$ cat src/hdl/pmc_map.svh
`ifndef PMC_MAP_SVH
`define PMC_MAP_SVH
// control bit positions (first power control byte)
`define PMC_PCF_HALT_BIT    0
`define PMC_PCF_OFF_BIT     1
// control bit positions (second power control byte)
`define PMC_PCS_FAST_BIT    0
`define PMC_PCS_LOW_BIT     1
// clock divider: setting 3 is divide by 8
`define PMC_DIV_RESET       3'h3
`define PMC_DIV_WIDTH       8
// wake source count
`define PMC_WAKE_COUNT      6
`endif

$ cat src/hdl/pmc_pkg.sv
package pmc_pkg;
  typedef enum logic [2:0] {
    PMC_NORMAL, PMC_IDLE, PMC_SUSPEND, PMC_SNOOZE, PMC_STOP, PMC_SHUTDOWN
  } pmc_mode_type;
endpackage : pmc_pkg

$ cat src/hdl/pmc_div_if.sv
`timescale 1ns/10ps
interface pmc_div_if;
  logic [2:0] div_sel;
  logic       run;
  logic       tick;
  modport ctrl (output div_sel, output run, input tick);
  modport div  (input div_sel, input run, output tick);
endinterface : pmc_div_if

$ cat src/hdl/pmc_clk_div.sv
`timescale 1ns/10ps
`include "pmc_map.svh"
module pmc_clk_div
  import pmc_pkg::*;
(
  input  wire logic clk,       // core clock
  input  wire logic rst_n,     // synchronised reset
  pmc_div_if.div    dif        // divider control and tick
);
  logic [`PMC_DIV_WIDTH-1:0] cnt_reg;
  logic [`PMC_DIV_WIDTH-1:0] cnt_next;
  logic                      tick_reg;
  logic                      tick_next;
  logic [`PMC_DIV_WIDTH-1:0] lim;

  // ************
  // divide by 1,2,4..128
  // ************
  always_comb begin
    lim       = 8'(({1'b0, 8'h01} << dif.div_sel) - 9'h001);
    cnt_next  = cnt_reg;
    tick_next = 1'b0;
    if (dif.run) begin
      if (cnt_reg >= lim) begin
        cnt_next  = 8'h00;
        tick_next = 1'b1;
      end else begin
        cnt_next = cnt_reg + 8'h01;
      end
    end
  end

  always_ff @(posedge clk or negedge rst_n) begin
    if (!rst_n) begin
      cnt_reg  <= 8'h00;
      tick_reg <= 1'b0;
    end else begin
      cnt_reg  <= cnt_next;
      tick_reg <= tick_next;
    end
  end

  assign dif.tick = tick_reg;
endmodule : pmc_clk_div

$ cat src/hdl/pmc_ctrl.sv
`timescale 1ns/10ps
`include "pmc_map.svh"
// Operation
// - normal mode clocks core and the peripherals in use.
// - halt request stops core only; any interrupt wakes it.
// - digital peripheral clocks gated when peripheral not in use.
// - fast-wake sleep halts clocks, stops fast oscillators, regulator normal bias.
// - low-bias sleep halts clocks, stops fast oscillators, regulator low bias.
// - in sleep, timers 3 and 4 may run from slow oscillator.
// - sleep exits on timer4, SPI, I2C slave, port match, comparator fall, logic unit.
// - stop powers down internal nets, pins hold; any reset exits.
// - shutdown removes power, pins hold; only pin or power-on reset exits.
// - after reset system clock is 24.5 MHz oscillator divided by 8.
// - clock divider offers 1, 2, 4, 8, 16, 32, 64 or 128.
module pmc_ctrl
  import pmc_pkg::*;
(
  input  wire logic       CORE_CLK,         // 100 MHz clock
  input  wire logic       RESETN,           // async reset, active low
  input  wire logic [1:0] POWER_CONTROL_FIRST,  // halt / power-off request strobes
  input  wire logic       PCF_WRITE,        // write strobe for first control byte
  input  wire logic [1:0] POWER_CONTROL_SECOND, // fast / low-bias sleep requests
  input  wire logic       PCS_WRITE,        // write strobe for second control byte
  input  wire logic       SHUTDOWN_SELECT,  // regulator control select bit
  input  wire logic [2:0] DIV_SEL,          // system clock divide setting
  input  wire logic       DIV_WRITE,        // divider setting write strobe
  input  wire logic       CLK_SRC_24M,      // system clock on fast_osc_24m
  input  wire logic [7:0] PERIPH_IN_USE,    // per-peripheral enables
  input  wire logic       IRQ_PENDING,      // any interrupt request
  input  wire logic [5:0] WAKE_EVENTS,      // t4, spi, i2c, match, cmp0, clu (pins)
  input  wire logic       EXT_RESET_PIN,    // external reset pin seen
  input  wire logic       POR_SEEN,         // power-on reset seen
  input  wire logic       OTHER_RESET,      // any other reset source
  output logic            CORE_CLK_EN,      // core clock gate
  output logic [7:0]      PERIPH_CLK_EN,    // peripheral clock gates
  output logic            FAST_OSC_24M_EN,  // 24.5 MHz oscillator run
  output logic            FAST_OSC_49M_EN,  // 49 MHz oscillator run
  output logic            REG_LOW_BIAS,     // regulator low bias
  output logic            SLOW_TIMER_EN,    // timers 3/4 on slow oscillator
  output logic            POWER_NETS_OFF,   // internal power removed
  output logic            SYS_TICK,         // divided system clock enable
  output logic [2:0]      MODE              // current power mode
);
  logic       rs1_reg, rs2_reg;
  logic       rst_n;
  logic [5:0] w1_reg, w2_reg, w3_reg;
  pmc_mode_type mode_reg, mode_next;
  logic [2:0] div_reg, div_next;
  logic       core_en_reg, core_en_next;
  logic [7:0] per_en_reg, per_en_next;
  logic       o24_reg, o24_next, o49_reg, o49_next;
  logic       low_reg, low_next, slow_reg, slow_next, off_reg, off_next;
  logic       wake_hit;

  pmc_div_if dif ();

  // ************
  // reset release and wake input sync
  // ************
  always_ff @(posedge CORE_CLK or negedge RESETN) begin
    if (!RESETN) begin
      rs1_reg <= 1'b0;
      rs2_reg <= 1'b0;
    end else begin
      rs1_reg <= 1'b1;
      rs2_reg <= rs1_reg;
    end
  end
  assign rst_n = rs2_reg;

  always_ff @(posedge CORE_CLK or negedge rst_n) begin
    if (!rst_n) begin
      w1_reg <= 6'h00;
      w2_reg <= 6'h00;
      w3_reg <= 6'h00;
    end else begin
      w1_reg <= WAKE_EVENTS;
      w2_reg <= w1_reg;
      w3_reg <= w2_reg;
    end
  end
  // level counts once second and third stages agree
  assign wake_hit = |(w2_reg & w3_reg);

  // ************
  // mode sequencer
  // ************
  always_comb begin
    mode_next = mode_reg;
    div_next  = div_reg;
    if (DIV_WRITE) begin
      div_next = DIV_SEL;
    end
    unique case (mode_reg)
      PMC_NORMAL: begin
        if (PCF_WRITE && POWER_CONTROL_FIRST[`PMC_PCF_OFF_BIT]) begin
          // select bit must already be set as intended before the request
          mode_next = SHUTDOWN_SELECT ? PMC_SHUTDOWN : PMC_STOP;
        end else if (PCF_WRITE && POWER_CONTROL_FIRST[`PMC_PCF_HALT_BIT]) begin
          mode_next = PMC_IDLE;
        end else if (PCS_WRITE && CLK_SRC_24M) begin
          if (POWER_CONTROL_SECOND[`PMC_PCS_LOW_BIT]) begin
            mode_next = PMC_SNOOZE;
          end else if (POWER_CONTROL_SECOND[`PMC_PCS_FAST_BIT]) begin
            mode_next = PMC_SUSPEND;
          end
        end
      end
      PMC_IDLE: begin
        if (IRQ_PENDING) begin
          mode_next = PMC_NORMAL;
        end
      end
      PMC_SUSPEND, PMC_SNOOZE: begin
        if (wake_hit) begin
          mode_next = PMC_NORMAL;
        end
      end
      PMC_STOP: begin
        if (EXT_RESET_PIN || POR_SEEN || OTHER_RESET) begin
          mode_next = PMC_NORMAL;
          div_next  = `PMC_DIV_RESET;
        end
      end
      PMC_SHUTDOWN: begin
        // other reset sources are ignored: power is gone
        if (EXT_RESET_PIN || POR_SEEN) begin
          mode_next = PMC_NORMAL;
          div_next  = `PMC_DIV_RESET;
        end
      end
      default: mode_next = PMC_NORMAL;
    endcase
  end

  // ************
  // output decode
  // ************
  always_comb begin
    core_en_next = 1'b1;
    per_en_next  = PERIPH_IN_USE;
    o24_next     = 1'b1;
    o49_next     = 1'b1;
    low_next     = 1'b0;
    slow_next    = 1'b0;
    off_next     = 1'b0;
    unique case (mode_next)
      PMC_NORMAL: ;
      PMC_IDLE: core_en_next = 1'b0;
      PMC_SUSPEND, PMC_SNOOZE: begin
        core_en_next = 1'b0;
        per_en_next  = 8'h00;
        o24_next     = 1'b0;
        o49_next     = 1'b0;
        low_next     = (mode_next == PMC_SNOOZE);
        slow_next    = 1'b1;
      end
      PMC_STOP, PMC_SHUTDOWN: begin
        core_en_next = 1'b0;
        per_en_next  = 8'h00;
        o24_next     = 1'b0;
        o49_next     = 1'b0;
        off_next     = 1'b1;
      end
      default: ;
    endcase
  end

  always_ff @(posedge CORE_CLK or negedge rst_n) begin
    if (!rst_n) begin
      mode_reg    <= PMC_NORMAL;
      div_reg     <= `PMC_DIV_RESET;
      core_en_reg <= 1'b1;
      per_en_reg  <= 8'h00;
      o24_reg     <= 1'b1;
      o49_reg     <= 1'b1;
      low_reg     <= 1'b0;
      slow_reg    <= 1'b0;
      off_reg     <= 1'b0;
    end else begin
      mode_reg    <= mode_next;
      div_reg     <= div_next;
      core_en_reg <= core_en_next;
      per_en_reg  <= per_en_next;
      o24_reg     <= o24_next;
      o49_reg     <= o49_next;
      low_reg     <= low_next;
      slow_reg    <= slow_next;
      off_reg     <= off_next;
    end
  end

  // divider halts with the fast oscillators
  assign dif.div_sel = div_reg;
  assign dif.run     = o24_reg;

  pmc_clk_div u_div (
    .clk   (CORE_CLK),
    .rst_n (rst_n),
    .dif   (dif.div)
  );

  always_comb begin
    CORE_CLK_EN     = core_en_reg;
    PERIPH_CLK_EN   = per_en_reg;
    FAST_OSC_24M_EN = o24_reg;
    FAST_OSC_49M_EN = o49_reg;
    REG_LOW_BIAS    = low_reg;
    SLOW_TIMER_EN   = slow_reg;
    POWER_NETS_OFF  = off_reg;
    SYS_TICK        = dif.tick;
    MODE            = mode_reg;
  end
endmodule : pmc_ctrl

$ cat config.mk
export PLATFORM = sky130hd
export DESIGN_NAME = pmc_ctrl
export DESIGN_NICKNAME = d
export VERILOG_FILES = /design/src/hdl/pmc_pkg.sv /design/src/hdl/pmc_div_if.sv /design/src/hdl/pmc_clk_div.sv /design/src/hdl/pmc_ctrl.sv
export VERILOG_INCLUDE_DIRS = /design/src /design/src/hdl
export SDC_FILE = /design/constraint.sdc
export NUM_CORES = 1
export LEC_CHECK = 0
export ABC_AREA = 0
export BUFFER_PORTS_ARGS = -buffer_cell sky130_fd_sc_hd__buf_2
export CORE_ASPECT_RATIO = 1.5
export CORE_MARGIN = 2
export CORE_UTILIZATION = 35
export DETAILED_ROUTE_END_ITERATION = 6
export PLACE_DENSITY_LB_ADDON = 0.12
export SETUP_SLACK_MARGIN = 0.4
export SLEW_MARGIN = 25
export SYNTH_ARGS = -nofsm -noshare
export SYNTH_HDL_FRONTEND = slang
export SYNTH_HIERARCHICAL = 1
export SYNTH_SLANG_ARGS = --single-unit
$ cat constraint.sdc
create_clock -name CORE_CLK -period 1.66 [get_ports CORE_CLK]
set_input_delay 0.083 -clock CORE_CLK [delete_from_list [all_inputs] [get_ports CORE_CLK]]
set_output_delay 0.083 -clock CORE_CLK [all_outputs]
set_load 0.02 [all_outputs]
==> summary.txt, run 1 <==
Timing
  – Fin. max-slew vios: 0
  – Fmax: 502 MHz
  – Endpoints failing setup: 9
  – Period utilisation layout: 120%
  – Hold Vio Cnt, Final: 0
  – Minimum clock period: 1.99 ns
  – Final Worst Setup Slack: -0.331 ns
  – Unrepaired setup endpoints after global routing: true
  – Setup_tns: -2.54 ns
  – Worst clock skew: 0.00543 ns

Worst setup path
  – Setup crit start: dif.div_sel[1]$_DFF_PN1_
  – CP Data Arrival Time: 2.18 ns
  – RR Startpoint: dif.div_sel[1]$_DFF_PN1_
  – Critical path launch point type: flip-flop
  – Crit Path Class: flip-flop to flip-flop
  – Crit-path max cell delay: 0.40 ns
  – Critical path required time: 1.84 ns
  – Endpoint class of the critical path: flip-flop
  – Cell Chain, Critical Path: or3_1 -> ha_1 -> and3_1 -> o21ai_1 -> a311o_4 -> a31oi_1 -> o22ai_1
  – R2R depth: 7
  – CP max stage cell: dfstp_2
  – Peak fanout along the critical path: 8

Synthesis
  – Most frequent cell after synthesis: dfrtp_1
  – Synth Cell Area: 1950 sq um
  – Syn_area_per_cell: 12.2 sq um
  – Number of synthesized flops with an enable pin: 0
  – Synth Flop Type: dfrtp_1
  – Asr flop ratio synth: 100%
  – Yosys reg bits: 48
  – Cells after synthesis: 160
  – Area contributors post-synth: dfrtp_1 (56%), ha_1 (5.8%), dfstp_2 (5.4%), nand2_1 (2.9%), and2_1 (2.6%)
  – Sequential-to-total area share from yosys stat: 61.7%
  – Yosys top cell by area: dfrtp_1
  – Synth top cells by count: dfrtp_1 (44), nand2_1 (15), nor2_1 (12)
  – Ys Warns: 6
  – Share of the synthesized area in the top cell type: 56.3%
  – Mapped Nets: 201
  – Netlist cell types: 38

Clock tree
  – CTS tree: yes
  – Bufs on Longest Clock Path: 2
  – CTS H-tree lvls: 2
  – Clk root buf: clkbuf_8
  – CTS Buf Count: 5
  – Clk sink count: 48
  – Clock latency on the worst-skew pair: 0.30 ns
  – Worst-path clk slew: 0.08 ns

Worst hold path
  – Worst Hold Path Cells: 3
  – HP Start: DIV_SEL[1]
  – Hold crit path type: input port to flip-flop

Global routing
  – Initial antenna violation count: 0
  – Total track usage: 14.5%
  – Total grt overflow: 0
  – Vias in the first global route: 1547
  – Pin count of the biggest net entering global routing: 37
  – First-pass GRT wire length: 6.73 mm

Drt
  – Vias per cell: 4.78
  – DRC Markers: 0
  – WL per Instance: 12.9 microns
  – Final WL: 4.09 mm
  – DR pass1 iterations: 4
  – DRT antenna net count: 0
  – Number of DRC markers in iteration 0: 109
  – Vias: 1509

Floorplanning
  – Die Area: 6210 sq um
  – I/O Pins: 50
  – Die X: 65.0 microns
  – Core area: 5410 sq um
  – Core Rows: 33
  – Die height: 95.5 microns
  – Starting Density: 36.1%

Placement
  – Port Buffers: 49
  – Hpwl dp: 2.85 mm
  – Placed Instance Area: 2380 sq um
  – Routability cong.: 0.859
  – Cells after DPL: 288

Pwr
  – Leakage: 1.35 nW
  – Power density cells: 1310 nW/um^2
  – Total Power: 3.62 mW
  – Peak supply drop: 0.801 mV

Status
  – Violated checks: setup timing
  – Outcome: finished, violations left

Run
  – Max_cap viols: 0

Cells and area
  – Final core occ: 51.2%
  – Share of cells above drive strength 1: 43.1%
  – Ant diodes: 0
  – Area delta synth->final: 41.7%
  – Finished Cell Area: 2770 sq um
  – Post-Layout Cell Count: 316
  – Fin nets: 286
metrics by stage:
step                worst slack [ns]  hold slack [ns]
floorplan                     -0.219           -0.213
global placement              -0.253           -0.133
detailed placement            -0.313           -0.130
CTS                           -0.330          0.00254
global route                  -0.428          0.00275
finish                        -0.331           0.0122
worst max-delay path: cells and delay by family, from the launching register on:
kind | cells | cell delay [ns]
and+or+nand+nor | 2 | 0.48
AOI/OAI and AO/OA | 4 | 0.71
DFF | 1 | 0.40
adders and majority gates | 1 | 0.28
layout by cell type (no fill, tap or decap), types with 2 or more instances in the layout:
cell type      synthesis  routed
a21oi_1                3       3
a31oi_1                5       3
and2_1                 8       2
and2_4                 1       7
and3_1                 3       3
buf_2                  0      48
buf_4                  1      15
buf_6                  0       5
clkbuf_8               0       5
conb_1                 2       2
dfrtp_1               44      40
dfrtp_2                0       4
dfstp_2                4       4
dlygate4sd3_1          0       9
ha_1                   9       9
inv_1                 10      10
mux2i_1                4       4
nand2_1               15      13
nand3_1                7       7
nand4_1                4       4
nor2_1                12      12
nor2b_1                2       2
nor3_2                 1       2
o211a_4                1       2
o211ai_1               2       2
o21ai_1                3       3
o22ai_1                2       2
xor2_1                 2       2
what timing repair did:
item,in CTS,in global routing
gates cloned,1,0
hold buffers,8,1
setup buffers,9,1
hold endpoints to repair,9,1
endpoints found under the setup margin,23,26
resized for setup,16,6
pin swaps,6,3
final cells by class:
class                   count  area, sq um
multi-input cells         102          798
inverters                  10         37.5
repair buffers             78          519
flip-flops and latches     48         1210
clock buffers               5         68.8
well taps                  70         87.6
fillers                   500         2640
clock inverters             3         46.3
path summary, 6_finish.rpt:
check / end / slack (ns)
worst min-delay path: dif.div_sel[1]$_DFF_PN1_ / 0.01
min in group asynchronous: rs2_reg$_DFF_PN0_ / 0.09
worst max register to register: u_div/cnt_reg[6]$_DFFE_PN0P_ / -0.33
max in group asynchronous: FAST_OSC_49M_EN$_DFF_PN1_ / 0.99
worst min register to register: REG_LOW_BIAS$_DFF_PN0_ / 0.14
worst max-delay path: u_div/cnt_reg[6]$_DFFE_PN0P_ / -0.33
cells by family after synthesis:
group,Yosys count,share of synthesized area [%]
other,2,0.384
muxes,4,2.05
AOI/OAI and AO/OA,25,11.1
buffers and inverters,11,2.31
DFF,48,61.7
adders and majority gates,9,5.76
xor gates and xnor gates,3,1.34
and+or+nand+nor,58,15.4
where the power goes:
group / internal [mW] / switching, mW / total [mW]
combinational: 0.605 / 0.665 / 1.27
clock: 0.453 / 0.380 / 0.833
sequential: 1.37 / 0.143 / 1.52
total: 2.43 / 1.19 / 3.62
metal layers:
layer  global-route usage (%)  wire length (microns)  up-vias  part of all wire [%]
met5                        0                      0        -                     0
met4                     6.25                     85        0                   2.1
met3                     3.19                    111        6                   2.7
met2                     27.7                   2460       28                    60
met1                     15.1                   1430      753                    35
li1                         -                      -      722                     -
(Power assumes the default switching activity.)
==> run 2, diff against run 1 <==
--- a/config.mk
+++ b/config.mk
@@ -13,6 +13,7 @@
 export CORE_UTILIZATION = 35
 export DETAILED_ROUTE_END_ITERATION = 6
 export PLACE_DENSITY_LB_ADDON = 0.12
+export RECOVER_POWER = 25
 export SETUP_SLACK_MARGIN = 0.4
 export SLEW_MARGIN = 25
 export SYNTH_ARGS = -nofsm -noshare
==> summary.txt, run 2 (synthesis results as in run 1) <==
Status
  – Outcome: finished, violations left
  – Violated checks: setup timing

Cells and area
  – Multi-input logic area: 798 sq um (unchanged)
  – Post-Layout Cell Count: 316 (unchanged)
  – Share of cells above drive strength 1: 42.3% (-0.81 points)
  – Most common cell after layout, fill and taps aside: buf_2
  – Sequential cell area: 1210 sq um (-0.10%)
  – Most frequent cells in the layout: buf_2 (47), dfrtp_1 (41), buf_4 (15)
  – Fin nets: 286 (unchanged)
  – Final core occ: 51.1% (about the same)
  – Ant diodes: 0 (unchanged)
  – Area delta synth->final: 41.5% (about the same)
  – Fill count: 501 (+0.20%)
  – Finished Cell Area: 2770 sq um (about the same)

Worst setup path
  – Top delay family on crit path: compound AO/OA/AOI/OAI gates
  – Critical path required time: 1.84 ns (about the same)
  – Crit-path max cell delay: 0.40 ns (about the same)
  – Peak fanout along the critical path: 8 (unchanged)
  – Endpoint class of the critical path: flip-flop
  – Cell Chain, Critical Path: or3_1 -> ha_1 -> and3_1 -> o21ai_1 -> a311o_4 -> a31oi_1 -> o22ai_1
  – Worst path bufs/invs: 0 (unchanged)
  – Crit Path Class: flip-flop to flip-flop
  – Critical path launch point type: flip-flop
  – CP max stage cell: dfstp_2
  – CP Data Arrival Time: 2.17 ns (about the same)

Drt
  – Number of DRC markers in iteration 0: 109 (unchanged)
  – DRT antenna net count: 0 (unchanged)
  – Met1 Wirelength: 1.43 mm (+0.28%)
  – Vias: 1512 (+0.20%)
  – Max layer used: met4
  – DR pass1 iterations: 4 (unchanged)
  – Met2 wire len: 2.46 mm (about the same)
  – DRC Markers: 0 (unchanged)
  – Met3 wire len: 111 microns (unchanged)
  – Vias per cell: 4.78 (+0.20%)
  – Final WL: 4.09 mm (about the same)
  – WL per Instance: 12.9 microns (about the same)

Pwr
  – Peak supply drop: 0.801 mV (about the same)
  – Power density cells: 1310 nW/um^2 (about the same)
  – Leakage: 1.35 nW (-0.13%)
  – Total Power: 3.62 mW (about the same)

Run
  – Max_cap viols: 0 (unchanged)

Clock tree
  – Clk sink count: 48 (unchanged)
  – CTS H-tree lvls: 2 (unchanged)
  – Clk root buf: clkbuf_8
  – CTS Buf Count: 5 (unchanged)
  – Bufs on Longest Clock Path: 2 (unchanged)
  – Worst-path clk slew: 0.08 ns (about the same)
  – Clock latency on the worst-skew pair: 0.30 ns (about the same)
  – CTS tree: yes

Worst hold path
  – Hold crit path type: input port to flip-flop

Placement
  – Place WS: -0.313 ns (unchanged)
  – Routability cong.: 0.859 (unchanged)
  – Hpwl dp: 2.85 mm (unchanged)
  – Port Buffers: 49 (unchanged)
  – Placed Instance Area: 2380 sq um (unchanged)
  – Cells after DPL: 288 (unchanged)

Floorplanning
  – I/O Pins: 50 (unchanged)
  – Core Rows: 33 (unchanged)
  – Die height: 95.5 microns (unchanged)
  – Core area: 5410 sq um (unchanged)
  – Starting Density: 36.1% (unchanged)
  – Die Area: 6210 sq um (unchanged)
  – Die X: 65.0 microns (unchanged)

Global routing
  – Initial antenna violation count: 0 (unchanged)
  – Total track usage: 14.5% (unchanged)
  – Pin count of the biggest net entering global routing: 37 (unchanged)
  – First-pass GRT wire length: 6.73 mm (unchanged)
  – Vias in the first global route: 1547 (unchanged)
  – Total grt overflow: 0 (unchanged)

Timing
  – Endpoints failing setup: 9 (unchanged)
  – Minimum clock period: 1.99 ns (-0.0000390 ns)
  – Period utilisation layout: 120% (about the same)
  – Hold_ws: 0.0124 ns (+0.000194 ns)
  – Unrepaired setup endpoints after global routing: true
  – Setup_tns: -2.54 ns (+0.00208 ns)
  – Final Worst Setup Slack: -0.331 ns (+0.0000390 ns)
  – Worst clock skew: 0.00544 ns (+0.0000131 ns)
  – Fin. max-slew vios: 0 (unchanged)
  – Hold Vio Cnt, Final: 0 (unchanged)
  – Fmax: 502 MHz (about the same)
## run 2: cell type report
class / count / area share (%)
inverters: 10 / 1.36
flip-flops and latches: 48 / 43.7
well taps: 70 / 3.17
repair buffers: 78 / 18.7
clock inverters: 3 / 1.67
multi-input cells: 102 / 28.9
clock buffers: 5 / 2.49
## run 2: final timing paths
| path | from | to | slack (ns) | depth (start not counted) |
|---|---|---|---|---|
| worst max-delay path | dif.div_sel[1]$_DFF_PN1_ | u_div/cnt_reg[6]$_DFFE_PN0P_ | -0.33 | 7 |
| worst min register to register | rs2_reg$_DFF_PN0_ | REG_LOW_BIAS$_DFF_PN0_ | 0.20 | 0 |
| worst max register to register | dif.div_sel[1]$_DFF_PN1_ | u_div/cnt_reg[6]$_DFFE_PN0P_ | -0.33 | 7 |
| worst min-delay path | PERIPH_IN_USE[0] | PERIPH_CLK_EN[0]$_DFF_PN0_ | 0.01 | 2 |
| min in group asynchronous | RESETN | rs2_reg$_DFF_PN0_ | 0.09 | 2 |
| max in group asynchronous | rs2_reg$_DFF_PN0_ | FAST_OSC_49M_EN$_DFF_PN1_ | 0.85 | 1 |
## run 2: timing repair
| action | in CTS | in global routing |
|---|---|---|
| hold endpoints to repair | 9 | 1 |
| resized for setup | 16 | 6 |
| endpoints found under the setup margin | 23 | 26 |
| gates cloned | 1 | 0 |
| hold buffers | 8 | 1 |
| pin swaps | 6 | 3 |
| buffers inserted | 9 | 1 |
## run 2: metal layers
layer	GRT usage, %	up-vias
li1	-	723
met1	15.1	755
met2	27.7	28
met3	3.19	6
met4	6.25	0
met5	0	-
## run 2: power breakdown
group | internal (mW) | switching (mW)
Combinational | 0.605 | 0.665
Sequential | 1.37 | 0.143
Clock | 0.453 | 0.380
